<file path="src/adcc_defs.svh">
// register map, field positions, reset values and timing counts
`ifndef ADCC_DEFS_SVH
`define ADCC_DEFS_SVH

`define ADCC_ADDR_W         8
`define ADCC_ADDR_SC1       8'h00
`define ADCC_ADDR_SC2       8'h04
`define ADCC_ADDR_RES_LO    8'h08
`define ADCC_ADDR_RES_HI    8'h0c
`define ADCC_ADDR_CMP_LO    8'h10
`define ADCC_ADDR_CMP_HI    8'h14

`define ADCC_SC1_DONE       7
`define ADCC_SC1_IRQEN      6
`define ADCC_SC1_CONT       5
`define ADCC_SEL_MSB        4
`define ADCC_SEL_LSB        0
`define ADCC_SC2_ACT        7
`define ADCC_SC2_TRG        6
`define ADCC_SC2_CMPEN      5
`define ADCC_SC2_CMPGE      4

`define ADCC_SEL_OFF        5'h1f
`define ADCC_SEL_LAST_PIN   5'h1b
`define ADCC_SEL_REFH       5'h1d
`define ADCC_SEL_REFL       5'h1e
`define ADCC_NUM_PINS       28

`define ADCC_RES_W          10
`define ADCC_RES_ZERO       10'h000
`define ADCC_RES_MSB_MASK   10'h200

`define ADCC_DIV_W          4
`define ADCC_DIV_LAST       4'h3
`define ADCC_SAMPLE_LAST    4'h3
`define ADCC_HTRANS_NONSEQ  2'h2
`define ADCC_WORD_ZERO      32'h0000_0000

`endif

</file>
<file path="src/adcc_pkg.sv">
// shared types of the conversion controller
package adcc_pkg;

    // gray order along idle -> sample -> convert -> finish
    typedef enum logic [1:0] {
        sar_idle    = 2'h0,
        sar_sample  = 2'h1,
        sar_convert = 2'h3,
        sar_finish  = 2'h2
    } adcc_sar_state_type;

endpackage

</file>
<file path="src/adcc_chan_decode.sv">
// decode of the input select field into mux enables
`include "adcc_defs.svh"

module adcc_chan_decode (
    // select field
    input  wire logic [4:0]                 sel,
    // decoded enables
    output logic [`ADCC_NUM_PINS-1:0] pin_en,
    output logic                      refh_en,
    output logic                      refl_en,
    output logic                      enabled
);

    genvar g;
    generate
        for (g = 0; g < `ADCC_NUM_PINS; g = g + 1) begin : g_pin
            assign pin_en[g] = (sel == 5'(g));
        end
    endgenerate

    // reserved code selects nothing but keeps the converter powered
    assign refh_en = (sel == `ADCC_SEL_REFH);
    assign refl_en = (sel == `ADCC_SEL_REFL);
    assign enabled = (sel != `ADCC_SEL_OFF);

endmodule // adcc_chan_decode

</file>
<file path="src/adcc_sar.sv">
// successive approximation sequencer, one bit per conversion tick
`include "adcc_defs.svh"

module adcc_sar (
    // clock and reset
    input  wire logic                   hclk,
    input  wire logic                   hresetn,
    // control
    input  wire logic                   tick,
    input  wire logic                   start,
    input  wire logic                   abort,
    input  wire logic                   comp_in,
    // status and analog drive
    output logic                        busy_r,
    output logic                        done_r,
    output logic                        sample_r,
    output logic [`ADCC_RES_W-1:0]      trial_r,
    output logic [`ADCC_RES_W-1:0]      result_r
);

    adcc_pkg::adcc_sar_state_type state_r, state_nxt;
    logic [`ADCC_DIV_W-1:0] cnt_r, cnt_nxt;
    logic [`ADCC_RES_W-1:0] mask_r, mask_nxt, trial_nxt, result_nxt;
    logic [`ADCC_RES_W-1:0] kept;

    // comparator high means input above the trial level: keep the bit
    assign kept = comp_in ? trial_r : (trial_r & ~mask_r);

    always_comb begin
        state_nxt  = state_r;
        cnt_nxt    = cnt_r;
        mask_nxt   = mask_r;
        trial_nxt  = trial_r;
        result_nxt = result_r;
        case (state_r)
            adcc_pkg::sar_sample: begin
                if (tick) begin
                    cnt_nxt = cnt_r + 1'b1;
                    if (cnt_r == `ADCC_SAMPLE_LAST) begin
                        state_nxt = adcc_pkg::sar_convert;
                        mask_nxt  = `ADCC_RES_MSB_MASK;
                        trial_nxt = `ADCC_RES_MSB_MASK;
                    end
                end
            end
            adcc_pkg::sar_convert: begin
                if (tick) begin
                    mask_nxt  = mask_r >> 1;
                    trial_nxt = kept | (mask_r >> 1);
                    if (mask_r[0]) begin
                        state_nxt  = adcc_pkg::sar_finish;
                        result_nxt = kept;
                    end
                end
            end
            adcc_pkg::sar_finish: state_nxt = adcc_pkg::sar_idle;
            default:              state_nxt = adcc_pkg::sar_idle;
        endcase
        // a restart wins over the abort that comes with it
        if (abort) begin
            state_nxt = adcc_pkg::sar_idle;
        end
        if (start) begin
            state_nxt = adcc_pkg::sar_sample;
            cnt_nxt   = '0;
            trial_nxt = `ADCC_RES_ZERO;
        end
    end

    always_ff @(posedge hclk or negedge hresetn) begin
        if (!hresetn) begin
            state_r  <= adcc_pkg::sar_idle;
            cnt_r    <= '0;
            mask_r   <= `ADCC_RES_ZERO;
            trial_r  <= `ADCC_RES_ZERO;
            result_r <= `ADCC_RES_ZERO;
            busy_r   <= 1'b0;
            done_r   <= 1'b0;
            sample_r <= 1'b0;
        end else begin
            state_r  <= state_nxt;
            cnt_r    <= cnt_nxt;
            mask_r   <= mask_nxt;
            trial_r  <= trial_nxt;
            result_r <= result_nxt;
            busy_r   <= (state_nxt == adcc_pkg::sar_sample) ||
                        (state_nxt == adcc_pkg::sar_convert);
            done_r   <= (state_nxt == adcc_pkg::sar_finish);
            sample_r <= (state_nxt == adcc_pkg::sar_sample);
        end
    end

endmodule // adcc_sar

</file>
<file path="src/adcc_top.sv">
// conversion control and status block with its register slave
//
// Added by the designer: register access over AHB-Lite and the register offsets.
`include "adcc_defs.svh"

// Contract
// - a control-one write aborts, and in software trigger mode restarts unless the select is all ones
// - the done flag bit is read-only; the value written to it is ignored
// - compare off: a completed conversion sets the done flag unless a control-one write comes in the same cycle
// - compare on: done flag set only when the compare holds
// - control-one write or low result read clears the done flag
// - interrupt asserted while done flag and interrupt enable are set
// - continuous off: one conversion per write or per trigger
// - continuous on, software trigger: write starts repeating conversions
// - continuous on, hardware trigger: trigger starts repeating conversions
// - select codes pick inputs 0..27, reserved, high and low reference
// - all-ones select powers the converter off and isolates inputs
// - stopping with all-ones select runs no further conversion
// - single mode returns the converter to idle power after finishing
// - trigger select picks write start or hardware trigger start
// - active status set on start, cleared on completion or abort
// - compare is less-than, or greater-or-equal when selected
module adcc_top (
    // clock and reset
    input  wire logic                     hclk,
    input  wire logic                     hresetn,
    // ahb-lite slave
    input  wire logic                     hsel,
    input  wire logic [31:0]              haddr,
    input  wire logic [1:0]               htrans,
    input  wire logic                     hwrite,
    input  wire logic [2:0]               hsize,
    input  wire logic [31:0]              hwdata,
    input  wire logic                     hready,
    output logic                          hreadyout,
    output logic [31:0]                   hrdata,
    output logic                          hresp,
    // trigger and comparator
    input  wire logic                     hw_trigger_in,
    input  wire logic                     comp_in,
    // analog front end
    output logic [`ADCC_NUM_PINS-1:0]     analog_input_en,
    output logic                          ref_high_input_en,
    output logic                          ref_low_input_en,
    output logic                          converter_power_en,
    output logic                          sample_en,
    output logic [`ADCC_RES_W-1:0]        dac_trial,
    // interrupt
    output logic                          done_irq
);

    // select all ones, used for stored and written values
    function automatic logic sel_off(input logic [4:0] s);
        sel_off = (s == `ADCC_SEL_OFF);
    endfunction

    // ---- bus state ----
    logic                     rd_pend_r;
    logic                     wr_pend_r;
    logic [`ADCC_ADDR_W-1:0]  addr_r;
    logic                     hreadyout_r;
    logic [31:0]              hrdata_r;

    // ---- registers ----
    logic                     done_r, done_nxt;
    logic                     irqen_r;
    logic                     cont_r;
    logic [4:0]               sel_r;
    logic                     trg_r;
    logic                     cmpen_r;
    logic                     cmpge_r;
    logic [`ADCC_RES_W-1:0]   res_r;
    logic [`ADCC_RES_W-1:0]   cmpv_r;

    // ---- control state ----
    logic                     cont_run_r, cont_run_nxt;
    logic                     hw_prev_r;
    logic [`ADCC_DIV_W-1:0]   div_r;
    logic                     tick_r;
    logic                     irq_r;
    logic                     power_r;
    logic [`ADCC_NUM_PINS-1:0] pin_en_r;
    logic                     refh_r;
    logic                     refl_r;

    // ---- sequencer ----
    logic                     sar_busy;
    logic                     sar_done;
    logic                     sar_sample;
    logic [`ADCC_RES_W-1:0]   sar_trial;
    logic [`ADCC_RES_W-1:0]   sar_result;

    // ---- decode ----
    logic [`ADCC_NUM_PINS-1:0] dec_pin;
    logic                     dec_refh;
    logic                     dec_refl;
    logic                     dec_on;

    wire addr_ph  = hsel & hready & (htrans == `ADCC_HTRANS_NONSEQ |
                                     htrans == 2'h3);
    wire sc1_wr   = wr_pend_r & (addr_r == `ADCC_ADDR_SC1);
    wire sc2_wr   = wr_pend_r & (addr_r == `ADCC_ADDR_SC2);
    wire cml_wr   = wr_pend_r & (addr_r == `ADCC_ADDR_CMP_LO);
    wire cmh_wr   = wr_pend_r & (addr_r == `ADCC_ADDR_CMP_HI);
    wire rl_rd    = rd_pend_r & (addr_r == `ADCC_ADDR_RES_LO);

    wire [4:0] wsel    = hwdata[`ADCC_SEL_MSB:`ADCC_SEL_LSB];
    wire       wcont   = hwdata[`ADCC_SC1_CONT];
    wire       woff    = sel_off(wsel);
    wire       cur_off = sel_off(sel_r);

    // the trigger source gives one pulse per overflow; take its rising edge
    wire hw_edge  = hw_trigger_in & ~hw_prev_r;
    wire hw_start = hw_edge & trg_r & ~cur_off & ~sar_busy &
                    ~cont_run_r & ~sc1_wr;
    // software mode start on a write, hardware mode only arms
    wire sw_start = sc1_wr & ~woff & ~trg_r;
    wire restart  = sar_done & cont_run_r & ~sc1_wr;
    wire sar_start = sw_start | hw_start | restart;
    wire sar_abort = sc1_wr;

    // mode that the next run uses: a write carries its own bit
    wire cont_now = sc1_wr ? wcont : cont_r;

    always_comb begin
        cont_run_nxt = cont_run_r;
        if (sar_start) begin
            cont_run_nxt = cont_now;
        end else if (sc1_wr) begin
            cont_run_nxt = 1'b0;
        end
    end

    wire cmp_true = cmpge_r ? (sar_result >= cmpv_r)
                            : (sar_result <  cmpv_r);
    wire take     = sar_done & ~sc1_wr &
                    (~cmpen_r | cmp_true);
    wire done_clr = sc1_wr | rl_rd;

    // set wins over a result-read clear in the same cycle; a control-one write blocks the set
    assign done_nxt = take | (done_r & ~done_clr);

    wire irqen_nxt = sc1_wr ? hwdata[`ADCC_SC1_IRQEN] : irqen_r;

    // power stays up only while a run is active or a series continues
    wire power_nxt = ~cur_off & (sar_busy | cont_run_r |
                                 sar_start);

    wire [31:0] rd_mux =
        (addr_r == `ADCC_ADDR_SC1)    ? {24'h000000, done_r, irqen_r,
                                         cont_r, sel_r} :
        (addr_r == `ADCC_ADDR_SC2)    ? {24'h000000, sar_busy, trg_r,
                                         cmpen_r, cmpge_r, 4'h0} :
        (addr_r == `ADCC_ADDR_RES_LO) ? {24'h000000, res_r[7:0]} :
        (addr_r == `ADCC_ADDR_RES_HI) ? {30'h00000000, res_r[9:8]} :
        (addr_r == `ADCC_ADDR_CMP_LO) ? {24'h000000, cmpv_r[7:0]} :
        (addr_r == `ADCC_ADDR_CMP_HI) ? {30'h00000000, cmpv_r[9:8]} :
                                        `ADCC_WORD_ZERO;

    adcc_chan_decode u_dec (
        .sel     (sel_r),
        .pin_en  (dec_pin),
        .refh_en (dec_refh),
        .refl_en (dec_refl),
        .enabled (dec_on)
    );

    adcc_sar u_sar (
        .hclk     (hclk),
        .hresetn  (hresetn),
        .tick     (tick_r),
        .start    (sar_start),
        .abort    (sar_abort),
        .comp_in  (comp_in),
        .busy_r   (sar_busy),
        .done_r   (sar_done),
        .sample_r (sar_sample),
        .trial_r  (sar_trial),
        .result_r (sar_result)
    );

    // bus: writes zero-wait, reads take one wait state so data is a flop
    always_ff @(posedge hclk or negedge hresetn) begin
        if (!hresetn) begin
            rd_pend_r   <= 1'b0;
            wr_pend_r   <= 1'b0;
            addr_r      <= '0;
            hreadyout_r <= 1'b1;
            hrdata_r    <= `ADCC_WORD_ZERO;
        end else begin
            rd_pend_r   <= addr_ph & ~hwrite;
            wr_pend_r   <= addr_ph & hwrite;
            hreadyout_r <= ~(addr_ph & ~hwrite);
            if (addr_ph) begin
                addr_r <= haddr[`ADCC_ADDR_W-1:0];
            end
            if (rd_pend_r) begin
                hrdata_r <= rd_mux;
            end
        end
    end

    // control/status one; the done bit position of hwdata is ignored
    always_ff @(posedge hclk or negedge hresetn) begin
        if (!hresetn) begin
            irqen_r <= 1'b0;
            cont_r  <= 1'b0;
            sel_r   <= `ADCC_SEL_OFF;
        end else if (sc1_wr) begin
            irqen_r <= hwdata[`ADCC_SC1_IRQEN];
            cont_r  <= wcont;
            sel_r   <= wsel;
        end
    end

    always_ff @(posedge hclk or negedge hresetn) begin
        if (!hresetn) begin
            trg_r   <= 1'b0;
            cmpen_r <= 1'b0;
            cmpge_r <= 1'b0;
        end else if (sc2_wr) begin
            trg_r   <= hwdata[`ADCC_SC2_TRG];
            cmpen_r <= hwdata[`ADCC_SC2_CMPEN];
            cmpge_r <= hwdata[`ADCC_SC2_CMPGE];
        end
    end

    always_ff @(posedge hclk or negedge hresetn) begin
        if (!hresetn) begin
            cmpv_r <= `ADCC_RES_ZERO;
        end else if (cml_wr) begin
            cmpv_r[7:0] <= hwdata[7:0];
        end else if (cmh_wr) begin
            cmpv_r[9:8] <= hwdata[1:0];
        end
    end

    // result holds the last conversion that passed the compare gate
    always_ff @(posedge hclk or negedge hresetn) begin
        if (!hresetn) begin
            res_r <= `ADCC_RES_ZERO;
        end else if (take) begin
            res_r <= sar_result;
        end
    end

    always_ff @(posedge hclk or negedge hresetn) begin
        if (!hresetn) begin
            done_r     <= 1'b0;
            cont_run_r <= 1'b0;
            hw_prev_r  <= 1'b0;
            irq_r      <= 1'b0;
        end else begin
            done_r     <= done_nxt;
            cont_run_r <= cont_run_nxt;
            hw_prev_r  <= hw_trigger_in;
            irq_r      <= done_nxt & irqen_nxt;
        end
    end

    // conversion clock enable from the bus clock
    always_ff @(posedge hclk or negedge hresetn) begin
        if (!hresetn) begin
            div_r  <= '0;
            tick_r <= 1'b0;
        end else begin
            div_r  <= (div_r == `ADCC_DIV_LAST) ? '0 : div_r + 1'b1;
            tick_r <= (div_r == `ADCC_DIV_LAST);
        end
    end

    // front end enables; everything isolated when the select is all ones
    always_ff @(posedge hclk or negedge hresetn) begin
        if (!hresetn) begin
            power_r  <= 1'b0;
            pin_en_r <= '0;
            refh_r   <= 1'b0;
            refl_r   <= 1'b0;
        end else begin
            power_r  <= power_nxt;
            pin_en_r <= dec_on ? dec_pin : '0;
            refh_r   <= dec_refh;
            refl_r   <= dec_refl;
        end
    end

    assign hreadyout          = hreadyout_r;
    assign hrdata             = hrdata_r;
    assign hresp              = 1'b0;
    assign analog_input_en    = pin_en_r;
    assign ref_high_input_en  = refh_r;
    assign ref_low_input_en   = refl_r;
    assign converter_power_en = power_r;
    assign sample_en          = sar_sample;
    assign dac_trial          = sar_trial;
    assign done_irq           = irq_r;

endmodule // adcc_top

</file>
<file path="config.mk">
export PLATFORM = sky130hd
export DESIGN_NAME = adcc_top
export DESIGN_NICKNAME = d
export VERILOG_FILES = /design/src/adcc_pkg.sv /design/src/adcc_chan_decode.sv /design/src/adcc_sar.sv /design/src/adcc_top.sv
export VERILOG_INCLUDE_DIRS = /design/src
export SDC_FILE = /design/constraint.sdc
export NUM_CORES = 1
export LEC_CHECK = 0
export BUFFER_PORTS_ARGS = -buffer_cell sky130_fd_sc_hd__buf_2
export CAP_MARGIN = 10
export CORE_UTILIZATION = 56
export DETAILED_ROUTE_END_ITERATION = 10
export PLACE_DENSITY = 0.89
export RECOVER_POWER = 50
export SETUP_SLACK_MARGIN = 0.02
export SYNTH_ARGS = -nofsm -noshare
export SYNTH_HDL_FRONTEND = slang
export SYNTH_SLANG_ARGS = --single-unit
</file>
<file path="constraint.sdc">
create_clock -name hclk -period 4.84 [get_ports hclk]
set_input_delay 1.452 -clock hclk [delete_from_list [all_inputs] [get_ports hclk]]
set_output_delay 1.452 -clock hclk [all_outputs]
set_load 0.02 [all_outputs]
</file>
==> results.yml <==
layout:
  drive_above_1_share_pct: 26.2
  syn2layout_area_growth_pct: 16.7
  seq_area_mm2: 0.00319
  layout.nets: 683
  layout_commonest_cell: "dfrtp_1"
  utilization_pct: 67.1
  fin_cells: 741
  fin_area_mm2: 0.00653
  multiInputGateArea_mm2: 0.00213
  insertedDiodeCount: 0
  final_cell_mix: "dfrtp_1, buf_2, nand2_1"
  nFillCells: 737
synthesis:
  syn_area_mm2: 0.00559
  syn_inst: 519
  synth_enable_flop_cells: 0
  ys_types: 53
  synth_flop_cell: "dfrtp_1"
  yosys.area.top_type_share_pct: 54.1
  syn_area_per_cell_um2: 10.8
  yosysTopAreaCell: "dfrtp_1"
  synthArstFlopShare_pct: 100
  ys_seq_area_share_pct: 56.9
  synth_area_leaders: "dfrtp_1, mux2_2, nand2_1"
  ys_ff_latch: 127
  ys_warn_count: 0
grt:
  overflow: 0
  grt_first_pass_wirelength_um: 19600
  grt_pass1_vias: 3971
  antenna_found_initial: 0
  track_usage_pct: 25.2
  grt_max_degree: 111
clock_tree:
  post_cts_resized: 0
  cts-hold-fix-buffers: 0
  cts.sinks: 127
  post_cts_buffers: 0
  htreeDepth: 4
  cts_tree: "yes"
  worst_skew_pair.late_latency_ns: 0.52
  clock_path_buffers: 2
  clkTransAtPathRegs_ns: 0.06
  numCtsBuffers: 17
  cts-root-buf: "clkbuf_8"
timing:
  period_share_pct: 57.1
  hold_viol: 0
  rsz0062_at_grt: "no"
  slew_headroom_pct: 28.6
  setup_viol: 0
  final.min_clock_period_ns: 2.77
  fin_tns_setup_ns: 0
  slew_violations: 0
  fin_skew_ns: 0.00876
  clock.fmax_ghz: 0.362
  worst_pin_slew_ns: 1.06
critical_path:
  end_kind: "register"
  start_kind: "register"
  critical_path_class: "reg2reg"
  crit_arrival_ns: 3.12
  critPathRequiredTime_ns: 5.19
  cp_max_fo: 19
routing:
  wl_per_cell_um: 16.4
  via_per_inst: 5.55
  drtAntennaViolNets: 0
  vias: 4114
  drt_wl_total_um: 12100
  drtIter0Drc: 248
  first_pass_iters: 7
  drcViolationCount: 0
worst_hold_path:
  hold_path_class: "reg2reg"
power_and_ir_drop:
  p_leak_uw: 0.00322
  power.density_mw_per_mm2: 462
  ir_drop_v: 0.000350
placed_design:
  dp_cells: 709
  placed_area_mm2: 0.00598
  place.gp.congestion: 0.863
  dp_hpwl_um: 8080
  portBuffers: 75
floorplanning:
  start_util_pct: 57.5
  chipHeight_um: 102
  die_width_um: 102
  row_count: 36
  core_area_mm2: 0.00973
  die_area_mm2: 0.0104
  io_pins: 153
outcome:
  outcome: "complete, no violations"
job:
  max_cap_viol_count: 0
[path summary, 6_finish.rpt]
kind / startpoint / to / slack [ns] / cells past startpoint
min in group asynchronous: hresetn / analog_input_en[17] / 1.06 / 1
hold reg to reg: div_r[0] / div_r[0] / 0.47 / 1
setup / recovery: addr_r[2] / u_sar.state_r[1] / 2.07 / 4
setup reg to reg: addr_r[2] / u_sar.state_r[1] / 2.07 / 4
hold / removal: div_r[0] / div_r[0] / 0.47 / 1
max in group asynchronous: hresetn / cmpv_r[6] / 2.70 / 2
[critical path: stages (launching register included)]
cell and delay [ns]:
dfrtp_1 0.60, nor4_4 0.48, nand3_1 0.51, a21oi_2 0.86
nor3_1 0.14
[cell type report]
class	count	share of cell area, %
Clock buffer	17	6.34
Clock inverter	15	2.26
Inverter	25	1.44
Multi-Input combinational cell	348	32.6
Sequential cell	127	48.8
Tap cell	133	2.55
Timing Repair Buffer	76	6.04
[per-stage QoR]
stage	worst slack, ns	total power (uW)	hold WS [ns]
2_1_floorplan	2.31	1670	0.433
3_3_place_gp	1.82	1790	0.450
3_5_place_dp	1.78	1830	0.460
4_1_cts	2.09	3020	0.469
5_1_grt	1.81	3140	0.491
6_report	2.07	3010	0.470
[kinds of logic after synthesis]
logic type | synth area share (%)
xor gates and xnor gates | 0.626
other | 0.0670
buffers and inverters | 6.53
and+or+nand+nor | 14.5
muxes | 8.39
AOI/OAI and AO/OA | 10.3
DFF | 56.9
adders and majority gates | 2.68
[synth_stat cells (3+ instances only)]
library cell / instances
mux2i_1: 3
dfrtp_1: 121
dfstp_2: 6
nand2b_1: 5
nand4_1: 4
a21oi_1: 31
mux2_2: 37
inv_1: 24
o21ai_0: 37
nor2_1: 49
and2_1: 5
and3_1: 4
nand2_1: 70
clkbuf_1: 10
buf_2: 7
a221oi_1: 5
a31oi_1: 4
nand3_1: 11
buf_4: 25
nand3b_1: 3
nor4b_1: 4
ha_1: 12
a32oi_1: 4
[per-layer routing]
| layer | wire length, um | track usage [%] |
|---|---|---|
| met2 | 6270 | 42.0 |
| met4 | 272 | 12.0 |
| met5 | 0 | 0 |
| met3 | 746 | 5.88 |
| met1 | 4860 | 31.2 |
[power by group]
part / leakage, uW / switching (uW) / total [uW] / internal [uW]
sequential: 0.00158 / 154 / 1370 / 1220
combinational: 0.00137 / 265 / 450 / 185
clock: 0.000268 / 496 / 1190 / 694
total: 0.00322 / 915 / 3010 / 2100
[state kept, by name, indices dropped and copies added (netlist names), 5 cells and up]
signal	flops
addr_r	8
res_r	10
u_sar.trial_r	10
u_sar.mask_r	10
sel_r	5
hrdata	8
cmpv_r	10
u_sar.result_r	10
analog_input_en	28
(Power assumes the default switching activity.)
